[config.mk]
export PLATFORM = sky130hd
export DESIGN_NAME = dsl_decoder
export DESIGN_NICKNAME = d
export VERILOG_FILES = /design/src/core/dsl_pkg.sv /design/src/core/dsl_imm_collect.sv /design/src/core/dsl_decoder.sv
export VERILOG_INCLUDE_DIRS = /design/src /design/src/core
export SDC_FILE = /design/constraint.sdc
export NUM_CORES = 1
export LEC_CHECK = 0
export BUFFER_PORTS_ARGS = -buffer_cell sky130_fd_sc_hd__buf_2
export CORE_UTILIZATION = 55
export CTS_BUF_LIST = sky130_fd_sc_hd__clkbuf_4 sky130_fd_sc_hd__clkbuf_8
export CTS_CLUSTER_DIAMETER = 40
export DETAILED_ROUTE_END_ITERATION = 10
export GPL_TIMING_DRIVEN = 1
export PLACE_DENSITY = 0.86
export SLEW_MARGIN = 5
export SYNTH_ARGS = -nofsm -noshare
export SYNTH_HDL_FRONTEND = slang
export SYNTH_SLANG_ARGS = --single-unit
[constraint.sdc]
create_clock -name ref_clk -period 2.8 [get_ports ref_clk]
set_input_delay 0.28 -clock ref_clk [delete_from_list [all_inputs] [get_ports ref_clk]]
set_output_delay 0.28 -clock ref_clk [all_outputs]
set_load 0.01 [all_outputs]
[src/core/dsl_regs.svh]
// opcode patterns, field positions and byte counts of the opcode decoder
`ifndef DSL_REGS_SVH
`define DSL_REGS_SVH
`define DSL_MASK_W       8'hFE
`define DSL_MASK_DW      8'hFC
`define DSL_OPC_UNARY    8'hF6
`define DSL_OPC_BCD_DIV  8'hD5
`define DSL_OPC_BCD_MUL  8'hD4
`define DSL_OPC_BCD_BASE 8'h0A
`define DSL_OPC_SEXT     8'h98
`define DSL_OPC_SH_ONE   8'hD0
`define DSL_OPC_SH_REG   8'hD2
`define DSL_OPC_SH_IMM   8'hC0
`define DSL_OPC_ESC      8'h0F
`define DSL_OPC_DL_IMM   8'hA4
`define DSL_OPC_DL_REG   8'hA5
`define DSL_OPC_DR_IMM   8'hAC
`define DSL_OPC_DR_REG   8'hAD
`define DSL_OPC_AND_RM   8'h20
`define DSL_OPC_OR_RM    8'h08
`define DSL_OPC_IMM_GRP  8'h80
`define DSL_OPC_AND_ACC  8'h24
`define DSL_OPC_OR_ACC   8'h0C
`define DSL_OPC_TEST_RM  8'h84
`define DSL_OPC_TEST_ACC 8'hA8
`define DSL_BIT_W        0
`define DSL_BIT_D        1
`define DSL_BIT_S        1
`define DSL_FLD_MOD      7:6
`define DSL_FLD_REG      5:3
`define DSL_FLD_RM       2:0
`define DSL_SK_ROL       3'h0
`define DSL_SK_ROR       3'h1
`define DSL_SK_RCL       3'h2
`define DSL_SK_RCR       3'h3
`define DSL_SK_SHL       3'h4
`define DSL_SK_SHR       3'h5
`define DSL_SK_RSVD      3'h6
`define DSL_SK_SAR       3'h7
`define DSL_UN_TEST      3'h0
`define DSL_UN_DIV       3'h7
`define DSL_IG_AND       3'h4
`define DSL_IG_OR        3'h1
`define DSL_MOD_MEM0     2'h0
`define DSL_MOD_MEM8     2'h1
`define DSL_MOD_REG      2'h3
`define DSL_RM_SIB       3'h4
`define DSL_RM_DISP32    3'h5
`define DSL_RM_DISP16    3'h6
`define DSL_SIB_NOBASE   3'h5
`define DSL_BYTES_NONE   3'h0
`define DSL_BYTES_ONE    3'h1
`define DSL_BYTES_16     3'h2
`define DSL_BYTES_32     3'h4
`define DSL_RST_BYTE     8'h00
`endif

[src/core/dsl_pkg.sv]
// types shared by the opcode decoder
package dsl_pkg;
  typedef enum logic [4:0] {
    op_none, signed_quotient_op, unpacked_bcd_pre_divide, unpacked_bcd_post_multiply,
    sign_extend_byte_op, rotate_left_op, rotate_right_op, rotate_left_via_carry,
    rotate_right_via_carry, shift_left_op, logical_right_shift, arithmetic_right_shift,
    double_left_shift, double_right_shift, and_op, or_op, test_op
  } dsl_op_t;
  typedef enum logic [1:0] {cnt_none, cnt_one, cnt_reg, cnt_imm} dsl_cnt_t;
  typedef enum logic [1:0] {grp_none, grp_shift, grp_unary, grp_imm} dsl_grp_t;
  typedef enum logic [2:0] {
    st_opcode, st_escape, st_second, st_modrm, st_sib, st_disp, st_imm
  } dsl_st_t;
endpackage

[src/core/dsl_imm_collect.sv]
// gathers immediate bytes little-endian, optional byte sign extension
`timescale 1ns/1ps
`include "dsl_regs.svh"
module dsl_imm_collect (
  input  wire logic        ref_clk,
  input  wire logic        rstn,
  input  wire logic        clear,
  input  wire logic        take,
  input  wire logic [7:0]  byte_in,
  input  wire logic        sext,
  output logic      [2:0]  got,
  output logic      [31:0] value
);
  logic [31:0] acc;
  logic [31:0] next_acc;

  assign next_acc = acc | (32'({24'h000000, byte_in}) << {got, 3'b000});
  // value includes the byte arriving now, so the final byte needs no extra cycle
  assign value = sext ? {{24{byte_in[7]}}, byte_in} : next_acc;

  always_ff @(posedge ref_clk or negedge rstn) begin
    if (!rstn) begin
      acc <= 32'h00000000;
      got <= `DSL_BYTES_NONE;
    end else if (clear) begin
      acc <= 32'h00000000;
      got <= `DSL_BYTES_NONE;
    end else if (take) begin
      acc <= next_acc;
      got <= 3'(got + 3'h1);
    end
  end
endmodule // dsl_imm_collect

[src/core/dsl_decoder.sv]
// byte-serial decoder for divide, adjust, shift and logic opcodes
`timescale 1ns/1ps
`include "dsl_regs.svh"
module dsl_decoder (
  input  wire logic               ref_clk,
  input  wire logic               rstn,
  input  wire logic               in_valid,
  input  wire logic [7:0]         in_byte,
  input  wire logic               op_size_32,
  input  wire logic               addr_size_32,
  output logic                    dec_valid,
  output dsl_pkg::dsl_op_t        dec_op,
  output dsl_pkg::dsl_cnt_t       dec_count_src,
  output logic      [7:0]         dec_opcode,
  output logic      [7:0]         dec_modrm,
  output logic                    dec_has_modrm,
  output logic                    dec_full_width,
  output logic                    dec_dir,
  output logic                    dec_writes_result,
  output logic      [2:0]         dec_imm_bytes,
  output logic                    dec_imm_sext,
  output logic      [31:0]        dec_imm,
  output logic      [3:0]         dec_len,
  output logic                    dec_reserved,
  output logic                    dec_unsupported
);
  dsl_pkg::dsl_st_t  st, next_st;
  dsl_pkg::dsl_op_t  op, next_op;
  dsl_pkg::dsl_cnt_t cnt, next_cnt;
  dsl_pkg::dsl_grp_t grp, next_grp;
  logic [7:0]  opc, next_opc;
  logic [7:0]  modrm, next_modrm;
  logic        full, next_full;
  logic        dir, next_dir;
  logic        wr, next_wr;
  logic        hm, next_hm;
  logic        sext, next_sext;
  logic        rsvd, next_rsvd;
  logic        unsup, next_unsup;
  logic        s32, next_s32;
  logic        a32, next_a32;
  logic [2:0]  imm_n, next_imm_n;
  logic [2:0]  disp, next_disp;
  logic [3:0]  len, next_len;
  logic [2:0]  imm_got;
  logic [31:0] imm_val;

  function automatic logic opm(input logic [7:0] b, input logic [7:0] m, input logic [7:0] v);
    return (b & m) == v;
  endfunction

  function automatic logic [2:0] imm_for_w(input logic w, input logic sz32);
    if (!w) return `DSL_BYTES_ONE;
    return sz32 ? `DSL_BYTES_32 : `DSL_BYTES_16;
  endfunction

  function automatic logic [2:0] disp_bytes(input logic [7:0] m, input logic ad32);
    logic [1:0] md;
    md = m[`DSL_FLD_MOD];
    if (md == `DSL_MOD_REG) return `DSL_BYTES_NONE;
    if (md == `DSL_MOD_MEM8) return `DSL_BYTES_ONE;
    if (md == `DSL_MOD_MEM0) begin
      if (ad32) return (m[`DSL_FLD_RM] == `DSL_RM_DISP32) ? `DSL_BYTES_32 : `DSL_BYTES_NONE;
      return (m[`DSL_FLD_RM] == `DSL_RM_DISP16) ? `DSL_BYTES_16 : `DSL_BYTES_NONE;
    end
    return ad32 ? `DSL_BYTES_32 : `DSL_BYTES_16;
  endfunction

  function automatic dsl_pkg::dsl_st_t after_addr(input logic [2:0] d, input logic [2:0] i);
    if (d != `DSL_BYTES_NONE) return dsl_pkg::st_disp;
    if (i != `DSL_BYTES_NONE) return dsl_pkg::st_imm;
    return dsl_pkg::st_opcode;
  endfunction

  function automatic dsl_pkg::dsl_op_t shift_op(input logic [2:0] k);
    case (k)
      `DSL_SK_ROL: return dsl_pkg::rotate_left_op;
      `DSL_SK_ROR: return dsl_pkg::rotate_right_op;
      `DSL_SK_RCL: return dsl_pkg::rotate_left_via_carry;
      `DSL_SK_RCR: return dsl_pkg::rotate_right_via_carry;
      `DSL_SK_SHL: return dsl_pkg::shift_left_op;
      `DSL_SK_SHR: return dsl_pkg::logical_right_shift;
      `DSL_SK_SAR: return dsl_pkg::arithmetic_right_shift;
      default:     return dsl_pkg::op_none;
    endcase
  endfunction

  // first-byte classification
  wire is_sext_op  = in_byte == `DSL_OPC_SEXT;
  wire is_bcd_div  = in_byte == `DSL_OPC_BCD_DIV;
  wire is_bcd_mul  = in_byte == `DSL_OPC_BCD_MUL;
  wire is_esc      = in_byte == `DSL_OPC_ESC;
  wire is_sh_one   = opm(in_byte, `DSL_MASK_W, `DSL_OPC_SH_ONE);
  wire is_sh_reg   = opm(in_byte, `DSL_MASK_W, `DSL_OPC_SH_REG);
  wire is_sh_imm   = opm(in_byte, `DSL_MASK_W, `DSL_OPC_SH_IMM);
  wire is_unary    = opm(in_byte, `DSL_MASK_W, `DSL_OPC_UNARY);
  wire is_imm_grp  = opm(in_byte, `DSL_MASK_DW, `DSL_OPC_IMM_GRP);
  wire is_and_rm   = opm(in_byte, `DSL_MASK_DW, `DSL_OPC_AND_RM);
  wire is_or_rm    = opm(in_byte, `DSL_MASK_DW, `DSL_OPC_OR_RM);
  wire is_test_rm  = opm(in_byte, `DSL_MASK_W, `DSL_OPC_TEST_RM);
  wire is_and_acc  = opm(in_byte, `DSL_MASK_W, `DSL_OPC_AND_ACC);
  wire is_or_acc   = opm(in_byte, `DSL_MASK_W, `DSL_OPC_OR_ACC);
  wire is_test_acc = opm(in_byte, `DSL_MASK_W, `DSL_OPC_TEST_ACC);
  wire is_shift    = is_sh_one | is_sh_reg | is_sh_imm;
  wire is_acc_form = is_and_acc | is_or_acc | is_test_acc;
  wire w_bit       = in_byte[`DSL_BIT_W];
  // modrm and sib decode
  wire [2:0] fld      = in_byte[`DSL_FLD_REG];
  wire [2:0] m_disp   = disp_bytes(in_byte, a32);
  wire       m_sib    = a32 && in_byte[`DSL_FLD_MOD] != `DSL_MOD_REG && in_byte[`DSL_FLD_RM] == `DSL_RM_SIB;
  wire       no_base  = modrm[`DSL_FLD_MOD] == `DSL_MOD_MEM0 && in_byte[`DSL_FLD_RM] == `DSL_SIB_NOBASE;
  wire [2:0] sib_disp = no_base ? `DSL_BYTES_32 : disp;
  wire       imm_last = 3'(imm_got + 3'h1) == imm_n;
  wire       fin      = in_valid && next_st == dsl_pkg::st_opcode;

  always_comb begin
    next_st    = st;
    next_op    = op;
    next_cnt   = cnt;
    next_grp   = grp;
    next_opc   = opc;
    next_modrm = modrm;
    next_full  = full;
    next_dir   = dir;
    next_wr    = wr;
    next_hm    = hm;
    next_sext  = sext;
    next_rsvd  = rsvd;
    next_unsup = unsup;
    next_s32   = s32;
    next_a32   = a32;
    next_imm_n = imm_n;
    next_disp  = disp;
    next_len   = in_valid ? 4'(len + 4'h1) : len;
    case (st)
      dsl_pkg::st_opcode: if (in_valid) begin
        next_opc   = in_byte;
        next_s32   = op_size_32;
        next_a32   = addr_size_32;
        next_len   = 4'h1;
        next_op    = dsl_pkg::op_none;
        next_cnt   = dsl_pkg::cnt_none;
        next_grp   = dsl_pkg::grp_none;
        next_full  = w_bit;
        next_dir   = 1'b0;
        next_wr    = 1'b1;
        next_hm    = 1'b0;
        next_modrm = `DSL_RST_BYTE;
        next_imm_n = `DSL_BYTES_NONE;
        next_sext  = 1'b0;
        next_disp  = `DSL_BYTES_NONE;
        next_rsvd  = 1'b0;
        next_unsup = 1'b0;
        if (is_sext_op) begin
          next_op = dsl_pkg::sign_extend_byte_op;
        end else if (is_bcd_div) begin
          next_op = dsl_pkg::unpacked_bcd_pre_divide;
          next_st = dsl_pkg::st_second;
        end else if (is_bcd_mul) begin
          next_op = dsl_pkg::unpacked_bcd_post_multiply;
          next_st = dsl_pkg::st_second;
        end else if (is_esc) begin
          next_st = dsl_pkg::st_escape;
        end else if (is_shift) begin
          next_grp   = dsl_pkg::grp_shift;
          next_hm    = 1'b1;
          next_cnt   = is_sh_one ? dsl_pkg::cnt_one : is_sh_reg ? dsl_pkg::cnt_reg : dsl_pkg::cnt_imm;
          next_imm_n = is_sh_imm ? `DSL_BYTES_ONE : `DSL_BYTES_NONE;
          next_st    = dsl_pkg::st_modrm;
        end else if (is_unary) begin
          next_grp = dsl_pkg::grp_unary;
          next_hm  = 1'b1;
          next_st  = dsl_pkg::st_modrm;
        end else if (is_imm_grp) begin
          next_grp   = dsl_pkg::grp_imm;
          next_hm    = 1'b1;
          next_sext  = in_byte[`DSL_BIT_S] & w_bit;
          next_imm_n = in_byte[`DSL_BIT_S] ? `DSL_BYTES_ONE : imm_for_w(w_bit, op_size_32);
          next_st    = dsl_pkg::st_modrm;
        end else if (is_and_rm | is_or_rm) begin
          next_op  = is_and_rm ? dsl_pkg::and_op : dsl_pkg::or_op;
          next_dir = in_byte[`DSL_BIT_D];
          next_hm  = 1'b1;
          next_st  = dsl_pkg::st_modrm;
        end else if (is_test_rm) begin
          next_op = dsl_pkg::test_op;
          next_wr = 1'b0;
          next_hm = 1'b1;
          next_st = dsl_pkg::st_modrm;
        end else if (is_acc_form) begin
          next_op    = is_and_acc ? dsl_pkg::and_op : is_or_acc ? dsl_pkg::or_op : dsl_pkg::test_op;
          next_wr    = !is_test_acc;
          next_imm_n = imm_for_w(w_bit, op_size_32);
          next_st    = dsl_pkg::st_imm;
        end else begin
          next_unsup = 1'b1;
        end
      end
      dsl_pkg::st_second: if (in_valid) begin
        if (in_byte != `DSL_OPC_BCD_BASE) begin
          next_op    = dsl_pkg::op_none;
          next_unsup = 1'b1;
        end
        next_st = dsl_pkg::st_opcode;
      end
      dsl_pkg::st_escape: if (in_valid) begin
        next_full = 1'b1;
        next_hm   = 1'b1;
        next_st   = dsl_pkg::st_modrm;
        case (in_byte)
          `DSL_OPC_DL_IMM: begin
            next_op    = dsl_pkg::double_left_shift;
            next_cnt   = dsl_pkg::cnt_imm;
            next_imm_n = `DSL_BYTES_ONE;
          end
          `DSL_OPC_DL_REG: begin
            next_op  = dsl_pkg::double_left_shift;
            next_cnt = dsl_pkg::cnt_reg;
          end
          `DSL_OPC_DR_IMM: begin
            next_op    = dsl_pkg::double_right_shift;
            next_cnt   = dsl_pkg::cnt_imm;
            next_imm_n = `DSL_BYTES_ONE;
          end
          `DSL_OPC_DR_REG: begin
            next_op  = dsl_pkg::double_right_shift;
            next_cnt = dsl_pkg::cnt_reg;
          end
          default: begin
            next_hm    = 1'b0;
            next_unsup = 1'b1;
            next_st    = dsl_pkg::st_opcode;
          end
        endcase
      end
      dsl_pkg::st_modrm: if (in_valid) begin
        next_modrm = in_byte;
        case (grp)
          dsl_pkg::grp_shift: begin
            next_op   = shift_op(fld);
            next_rsvd = fld == `DSL_SK_RSVD;
          end
          dsl_pkg::grp_unary: begin
            if (fld == `DSL_UN_DIV) begin
              next_op = dsl_pkg::signed_quotient_op;
            end else if (fld == `DSL_UN_TEST) begin
              next_op    = dsl_pkg::test_op;
              next_wr    = 1'b0;
              next_imm_n = imm_for_w(opc[`DSL_BIT_W], s32);
            end else begin
              next_unsup = 1'b1;
            end
          end
          dsl_pkg::grp_imm: begin
            if (fld == `DSL_IG_AND) next_op = dsl_pkg::and_op;
            else if (fld == `DSL_IG_OR) next_op = dsl_pkg::or_op;
            else next_unsup = 1'b1;
          end
          default: ;
        endcase
        // addressing bytes come first so the trailing immediate stays aligned
        next_disp = m_disp;
        next_st   = m_sib ? dsl_pkg::st_sib : after_addr(m_disp, next_imm_n);
      end
      dsl_pkg::st_sib: if (in_valid) begin
        next_disp = sib_disp;
        next_st   = after_addr(sib_disp, imm_n);
      end
      dsl_pkg::st_disp: if (in_valid) begin
        next_disp = 3'(disp - 3'h1);
        if (disp == `DSL_BYTES_ONE) next_st = after_addr(`DSL_BYTES_NONE, imm_n);
      end
      dsl_pkg::st_imm: if (in_valid) begin
        if (imm_last) next_st = dsl_pkg::st_opcode;
      end
      default: next_st = dsl_pkg::st_opcode;
    endcase
  end

  dsl_imm_collect u_imm (
    .ref_clk (ref_clk),
    .rstn    (rstn),
    .clear   (st == dsl_pkg::st_opcode),
    .take    (in_valid && st == dsl_pkg::st_imm),
    .byte_in (in_byte),
    .sext    (sext),
    .got     (imm_got),
    .value   (imm_val)
  );

  always_ff @(posedge ref_clk or negedge rstn) begin
    if (!rstn) begin
      st    <= dsl_pkg::st_opcode;
      op    <= dsl_pkg::op_none;
      cnt   <= dsl_pkg::cnt_none;
      grp   <= dsl_pkg::grp_none;
      opc   <= `DSL_RST_BYTE;
      modrm <= `DSL_RST_BYTE;
      {full, dir, wr, hm, sext, rsvd, unsup, s32, a32} <= 9'h000;
      imm_n <= `DSL_BYTES_NONE;
      disp  <= `DSL_BYTES_NONE;
      len   <= 4'h0;
    end else begin
      st    <= next_st;
      op    <= next_op;
      cnt   <= next_cnt;
      grp   <= next_grp;
      opc   <= next_opc;
      modrm <= next_modrm;
      {full, dir, wr, hm, sext, rsvd, unsup, s32, a32} <=
        {next_full, next_dir, next_wr, next_hm, next_sext, next_rsvd, next_unsup, next_s32, next_a32};
      imm_n <= next_imm_n;
      disp  <= next_disp;
      len   <= next_len;
    end
  end

  // results are held until the next instruction completes
  always_ff @(posedge ref_clk or negedge rstn) begin
    if (!rstn) begin
      dec_valid         <= 1'b0;
      dec_op            <= dsl_pkg::op_none;
      dec_count_src     <= dsl_pkg::cnt_none;
      dec_opcode        <= `DSL_RST_BYTE;
      dec_modrm         <= `DSL_RST_BYTE;
      {dec_has_modrm, dec_full_width, dec_dir, dec_writes_result} <= 4'h0;
      {dec_imm_sext, dec_reserved, dec_unsupported} <= 3'h0;
      dec_imm_bytes     <= `DSL_BYTES_NONE;
      dec_imm           <= 32'h00000000;
      dec_len           <= 4'h0;
    end else begin
      dec_valid <= fin;
      if (fin) begin
        dec_op            <= next_op;
        dec_count_src     <= next_cnt;
        dec_opcode        <= next_opc;
        dec_modrm         <= next_modrm;
        dec_has_modrm     <= next_hm;
        dec_full_width    <= next_full;
        dec_dir           <= next_dir;
        dec_writes_result <= next_wr;
        dec_imm_sext      <= next_sext;
        dec_reserved      <= next_rsvd;
        dec_unsupported   <= next_unsup;
        dec_imm_bytes     <= next_imm_n;
        dec_imm           <= (next_imm_n == `DSL_BYTES_NONE) ? 32'h00000000 : imm_val;
        dec_len           <= next_len;
      end
    end
  end
endmodule // dsl_decoder

==> results.cfg, run 1 <==
[sta]
timing.final.crit_share = 1.035
max_freq_mhz = 344.9
setup-violations-final = 60
slew_viol_final = 0
setup_tns_ps = -3166
rsz0062_at_grt = yes
period_minus_slack_ps = 2899
tightest_slew_ps = 1049
relSlewSlack = 0.2978
finalHoldViolations = 0
skew_ps = 17.68
setup_ws_ps = -99.28

[layout]
syn_to_final_growth_pct = 31.60
fin_cells = 1189
nFillCells = 897
multi_input_area_um2 = 4270
insertedDiodeCount = 0
register_area_um2 = 3806
drive_above_1_share = 0.3528
nets = 1014
top_regs = dec_imm: 32 flops, u_imm.acc: 32 flops

[pwr]
power.combinational.fraction = 0.512
p_leak_uw = 0.005128
switching_share = 0.4170
clockPowerShare = 0.185
power_density_nw_per_um2 = 937.3
seq_power_share = 0.303
ir_drop_mv = 0.8091
p_int_uw = 5727
p_switching_uw = 4097

[drt]
drt_iter0_markers = 1051
dr.pass1.iters = 6
routed_wl_um = 28050
routed-via-count = 7921
drc = 0
wire_per_inst_um = 23.59
ant_nets = 0
vias_per_cell = 6.662

[global_route]
grt_use_met1 = 0.4940
grt_pass1_wl_um = 39850
grt_max_degree = 52
met2_usage = 0.5270
busiest_layer = met2
grtUsageTotal = 0.3587
grt_antenna_before_repair = 0
grt_pass1_vias = 7300
grt_overflow_total = 0
met3_usage = 0.09572

[yosys]
yosysSeqAreaShare = 0.4776
syn-cell-area_um2 = 7964
synthXorXnorAreaFrac = 0.01163
yosysTopAreaCellShare = 0.4776
ys_warn_count = 0
synth_cell_types = 75
synthSimpleGateAreaFrac = 0.1734
synth_top_family_by_area = compound AO/OA/AOI/OAI gates
synth_compound_area_frac = 0.2217
syn_inst = 828
synth_common_cells = dfrtp_1, o21ai_0, nand2_1, nor2_1, a21oi_1
synth_edf_count = 0
synth-main-ff-cell = dfrtp_1
synth_most_common_cell = dfrtp_1
synth.area.mux_share = 0.05625
synth_top_area_cell = dfrtp_1
synth-async-reset-ratio = 1.000
avgSynthCellArea_um2 = 9.618
synth_nets = 846
ys_ff_latch = 152
yosys-top-cells-area = dfrtp_1, mux2_1, o21ai_0
synth-adder-area-share = 0.007855

[setup_path]
path_cells = inv_2 > ha_4 > nand3b_1 > a32o_2 > a211oi_2 > nand3_2 > or4_4 > or2_4 > clkbuf_16 > o41ai_4
cp_slowest_stage_delay_ps = 520
crit_path_max_fanout = 6
worst-endpoint-required_ps = 3170
crit_path_start_kind = register
cp.buffers_inverters = 2
critPathKind = reg -> reg
cp_top_family = simple AND/OR/NAND/NOR gates
slowest_stage = or4_4
arrival_ps = 3270
cp-end-kind = register
r2r_slack_ps = -100

[clocking]
path_clk_slew_ps = 90
cts_made_buffers = 17
max-clock-path-buffers = 2
insertion_delay_ps = 490
cts_tree = built
htreeDepth = 4
cts_root_buffer = clkbuf_8
clock_sinks = 152

[floorplanning]
die_x_um = 122.3
initial_core_util = 0.5693
die_area_um2 = 14960
design.portCount = 83
die_h_um = 122.3
fp.coreArea_um2 = 13990
rows = 43

[run_status]
status = finished, violations left
failed_checks = negative setup slack

[placed_design]
place.port_buffers = 82
dp_cells = 1139
hpwl_um = 16950
place_congestion = 0.9904

[job]
maxCapViolations = 0

[hold_path]
min_path_type = in -> reg
## area by class of cell
cell class / count / share of cell area
Inverter: 19 / 0.006805
Multi-Input combinational cell: 582 / 0.4075
Tap cell: 180 / 0.02149
Clock inverter: 13 / 0.01576
Clock buffer: 19 / 0.02436
Sequential cell: 152 / 0.3632
Timing Repair Buffer: 224 / 0.1609
## cell families after synthesis
group,count (synthesis)
AO/OA/AOI/OAI,260
XOR/XNOR,9
AND/OR/NAND/NOR,267
buffers and inverters,95
flip-flops,152
multiplexers,40
adder cells (fa/ha/maj),5
## repair_timing
action	CTS	global route
hold buffers	1	0
endpoints found under the hold margin	45	0
buffers inserted	3	3
cloned	1	10
setup endpoints to repair	64	69
gates resized for setup	39	56
pin swaps	5	7
## worst reg2reg max path, delay by kind of cell, from the launching register on
family | cells | cell delay, ps
DFF | 1 | 420
adders and majority gates | 1 | 130
AOI/OAI and AO/OA | 3 | 880
and+or+nand+nor | 4 | 1070
buffers and inverters | 2 | 290
## metrics by stage
stage,setup slack (ps),total power (uW),instance area (um2),hold slack [ps],utilization
after global placement,-119.1,6477,9303,231.7,0.6650
after detailed placement,-185.8,6597,9303,236.2,0.6650
after floorplan,25.54,5159,7981,-15.59,-
final,-99.28,9823,10480,31.11,0.7492
after global routing,-133.3,10180,10480,58.63,0.7492
after CTS,-101.8,8771,10010,15.42,0.7155
## cell usage in the layout, fill, tap and decap left out, drive strengths merged, types with 6 or more instances in the layout
| master | instances |
|---|---|
| nor2 | 71 |
| o31ai | 13 |
| nor2b | 20 |
| clkbuf | 24 |
| nor3 | 13 |
| a211oi | 27 |
| nand4 | 10 |
| mux2 | 38 |
| o41ai | 28 |
| nand2b | 6 |
| or2 | 6 |
| inv | 23 |
| buf | 218 |
| nand2 | 76 |
| nand3b | 8 |
| a21oi | 61 |
| o21ai | 78 |
| nand3 | 16 |
| dfrtp | 152 |
## routing by layer
metal,share of wire,up-vias
li1,-,3367
met1,0.39,3839
met2,0.45,583
met3,0.11,132
met4,0.045,0
met5,0,-
## final timing paths
kind | start | to | cells past startpoint
setup / recovery | disp[1] | dec_imm[23] | 10
min in group asynchronous | rstn | dec_len[0] | 2
setup reg to reg | disp[1] | dec_imm[23] | 10
hold / removal | addr_size_32 | a32 | 3
hold reg to reg | opc[5] | opc[5] | 2
max in group asynchronous | rstn | dec_imm[20] | 3
## power groups by stage
stage / Sequential, uW / Combinational [uW] / Clock (uW)
2_1_floorplan: 3060 / 2100 / 0
4_1_cts: 2950 / 4000 / 1820
3_5_place_dp: 2980 / 3620 / 0
3_3_place_gp: 2960 / 3520 / 0
6_report: 2980 / 5030 / 1820
5_1_grt: 3020 / 5260 / 1900
Power figures use the tool's default switching activity.
==> inputs of run 2 (changes only) <==
--- a/config.mk
+++ b/config.mk
@@ -7,13 +7,14 @@
 export NUM_CORES = 1
 export LEC_CHECK = 0
 export BUFFER_PORTS_ARGS = -buffer_cell sky130_fd_sc_hd__buf_2
-export CORE_UTILIZATION = 55
+export CORE_UTILIZATION = 56
 export CTS_BUF_LIST = sky130_fd_sc_hd__clkbuf_4 sky130_fd_sc_hd__clkbuf_8
 export CTS_CLUSTER_DIAMETER = 40
 export DETAILED_ROUTE_END_ITERATION = 10
 export GPL_TIMING_DRIVEN = 1
-export PLACE_DENSITY = 0.86
+export PLACE_DENSITY = 0.87
 export SLEW_MARGIN = 5
 export SYNTH_ARGS = -nofsm -noshare
 export SYNTH_HDL_FRONTEND = slang
+export SYNTH_HIERARCHICAL = 1
 export SYNTH_SLANG_ARGS = --single-unit
==> results.cfg, run 2 <==
[global_route]
grt_pass1_vias = 7209
grt_max_degree = 69
grt_overflow_total = 0
grt_antenna_before_repair = 0
grtUsageTotal = 0.3084
grt_pass1_wl_um = 38020

[drt]
wire_per_inst_um = 19.89
drt_iter0_markers = 1073
ant_nets = 0
routed_wl_um = 23810
dr.pass1.iters = 7
drc = 0
routed-via-count = 7426
vias_per_cell = 6.204

[yosys]
synth_compound_area_frac = 0.1697
yosysSeqAreaShare = 0.4431
synth_nets = 896
yosysTopAreaCellShare = 0.4431
ys_ff_latch = 152
syn-cell-area_um2 = 8583
yosys-top-cells-area = dfrtp_1, mux2i_1, mux2_4
synthSimpleGateAreaFrac = 0.1475
avgSynthCellArea_um2 = 9.787
synth_top_area_cell = dfrtp_1
synth.area.mux_share = 0.1341
synth-async-reset-ratio = 1.000
synth_most_common_cell = dfrtp_1
synth-main-ff-cell = dfrtp_1
synth_top_family_by_area = compound AO/OA/AOI/OAI gates
synth_edf_count = 0
ys_warn_count = 6
synth_cell_types = 77
synthXorXnorAreaFrac = 0.008163
synth_common_cells = dfrtp_1, nand2_1, inv_1, mux2i_1
synth-adder-area-share = 0.008746
syn_inst = 877

[layout]
final_cell_mix = dfrtp_1, nand2_1, inv_1
top_regs = dec_imm: 32 flops, u_imm/acc: 32 flops
drive_above_1_share = 0.2626
final_util = 0.6840
final_common_cell = dfrtp_1
syn_to_final_growth_pct = 17.58
nets = 1019
fin_cells = 1197
insertedDiodeCount = 0
fin_area_um2 = 10090

[hold_path]
min_path_type = in -> reg

[sta]
setup-violations-final = 0
skew_ps = 11.57
finalHoldViolations = 0
period_minus_slack_ps = 2758
max_freq_mhz = 362.6
slew_viol_final = 0
tightest_slew_ps = 897.5
whs_ps = 39.46
setup_ws_ps = 42.15
timing.final.crit_share = 0.9849
relSlewSlack = 0.4005

[pwr]
ir_drop_mv = 0.6530
power_density_nw_per_um2 = 779.6
p_leak_uw = 0.004641

[clocking]
clock_sinks = 152
insertion_delay_ps = 470
cts_made_buffers = 17
cts_root_buffer = clkbuf_8
htreeDepth = 4
path_clk_slew_ps = 80
cts_tree = built
max-clock-path-buffers = 2

[floorplanning]
fp.coreArea_um2 = 14750
die_x_um = 125.8
initial_core_util = 0.5818
die_h_um = 125.8
die_area_um2 = 15830
rows = 44
design.portCount = 83

[setup_path]
crit_path_max_fanout = 8
arrival_ps = 3100
cp-end-kind = register
worst-endpoint-required_ps = 3140
crit_path_start_kind = register
critPathKind = reg -> reg

[job]
maxCapViolations = 0

[run_status]
status = completed

[placed_design]
hpwl_um = 16460
place.port_buffers = 82
place_congestion = 1.002
pre_cts_ws_ps = -10.59
dp_cells = 1159
dpl-instance-area_um2 = 9549
-- run 2: changes by cell type in the layout (fill, tap and decap cells not counted), moves of 12 or more --
cell,previous run,this run
nand2_1,76,88
o21ai_0,75,47
inv_1,17,85
mux2i_1,2,61
buf_4,124,74
o41ai_2,15,0
a211oi_1,26,3
o22ai_1,5,31
a21oi_1,61,28
nor2_1,70,47
-- run 2: worst max-delay path, cell delays in order, from the launching register on --
cell and delay, ps:
dfrtp_1 590, clkinv_1 160, nor2_1 240, o22ai_1 140, a211oi_2 290, o211ai_1 210, nor4b_4 350, buf_6 180
buf_12 140, mux2_1 330
-- run 2: cell type report --
class / count / area (um2)
tap: 184 / 230.2
inverter: 88 / 330.3
clock buffer: 22 / 290.3
clock inverter: 10 / 118.9
timing repair buffer: 171 / 1241
sequential: 152 / 3805
fill: 1092 / 4662
multi-input combinational: 570 / 4076
-- run 2: repair_timing --
action | in CTS | in global routing
endpoints found under the setup margin | 1 | 68
buffers inserted | 0 | 4
pin swaps | 2 | 6
endpoints found under the hold margin | 66 | 0
gates cloned | 0 | 1
gates resized for setup | 2 | 13
hold buffers | 1 | 0
-- run 2: final timing paths --
check                           startpoint          end  slack [ps]  depth (start not counted)
worst max-delay path                 st[1]    dec_op[4]          40                          9
worst min-delay path            op_size_32          s32          40                          3
worst max register to register       st[1]    dec_op[4]          40                          9
worst min register to register  dec_len[1]   dec_len[1]         480                          1
max in group asynchronous             rstn        op[2]        1630                          3
min in group asynchronous             rstn  dec_imm[23]         380                          2
-- run 2: cell families (layout without fill, tap and decap cells) --
family	Yosys count	count (layout)
AND/OR/NAND/NOR	247	247
flip-flops	152	152
buffers and inverters	155	291
multiplexers	99	99
XOR/XNOR	8	8
adder cells (fa/ha/maj)	6	6
AO/OA/AOI/OAI	210	210
-- run 2: metrics by stage --
| step | power (uW) | setup TNS [ps] |
|---|---|---|
| 2_1_floorplan | 4924 | 0 |
| 3_3_place_gp | 5858 | 0 |
| 3_5_place_dp | 5942 | -10.59 |
| 4_1_cts | 7703 | 0 |
| 5_1_grt | 8256 | -215.1 |
| 6_report | 7868 | 0 |
-- run 2: per-layer routing --
metal / GRT usage / vias to the layer above / wire length (um)
li1: - / 3329 / -
met1: 0.4303 / 3575 / 10190
met2: 0.4680 / 442 / 10750
met3: 0.06330 / 80 / 2097
met4: 0.1347 / 0 / 778
met5: 0 / - / 0
-- run 2: power by group --
group          switching, uW  leakage, uW  total, uW  internal [uW]
logic                   1800      0.00240       3270           1480
clock network            849     0.000202       1730            885
registers                276      0.00204       2860           2580
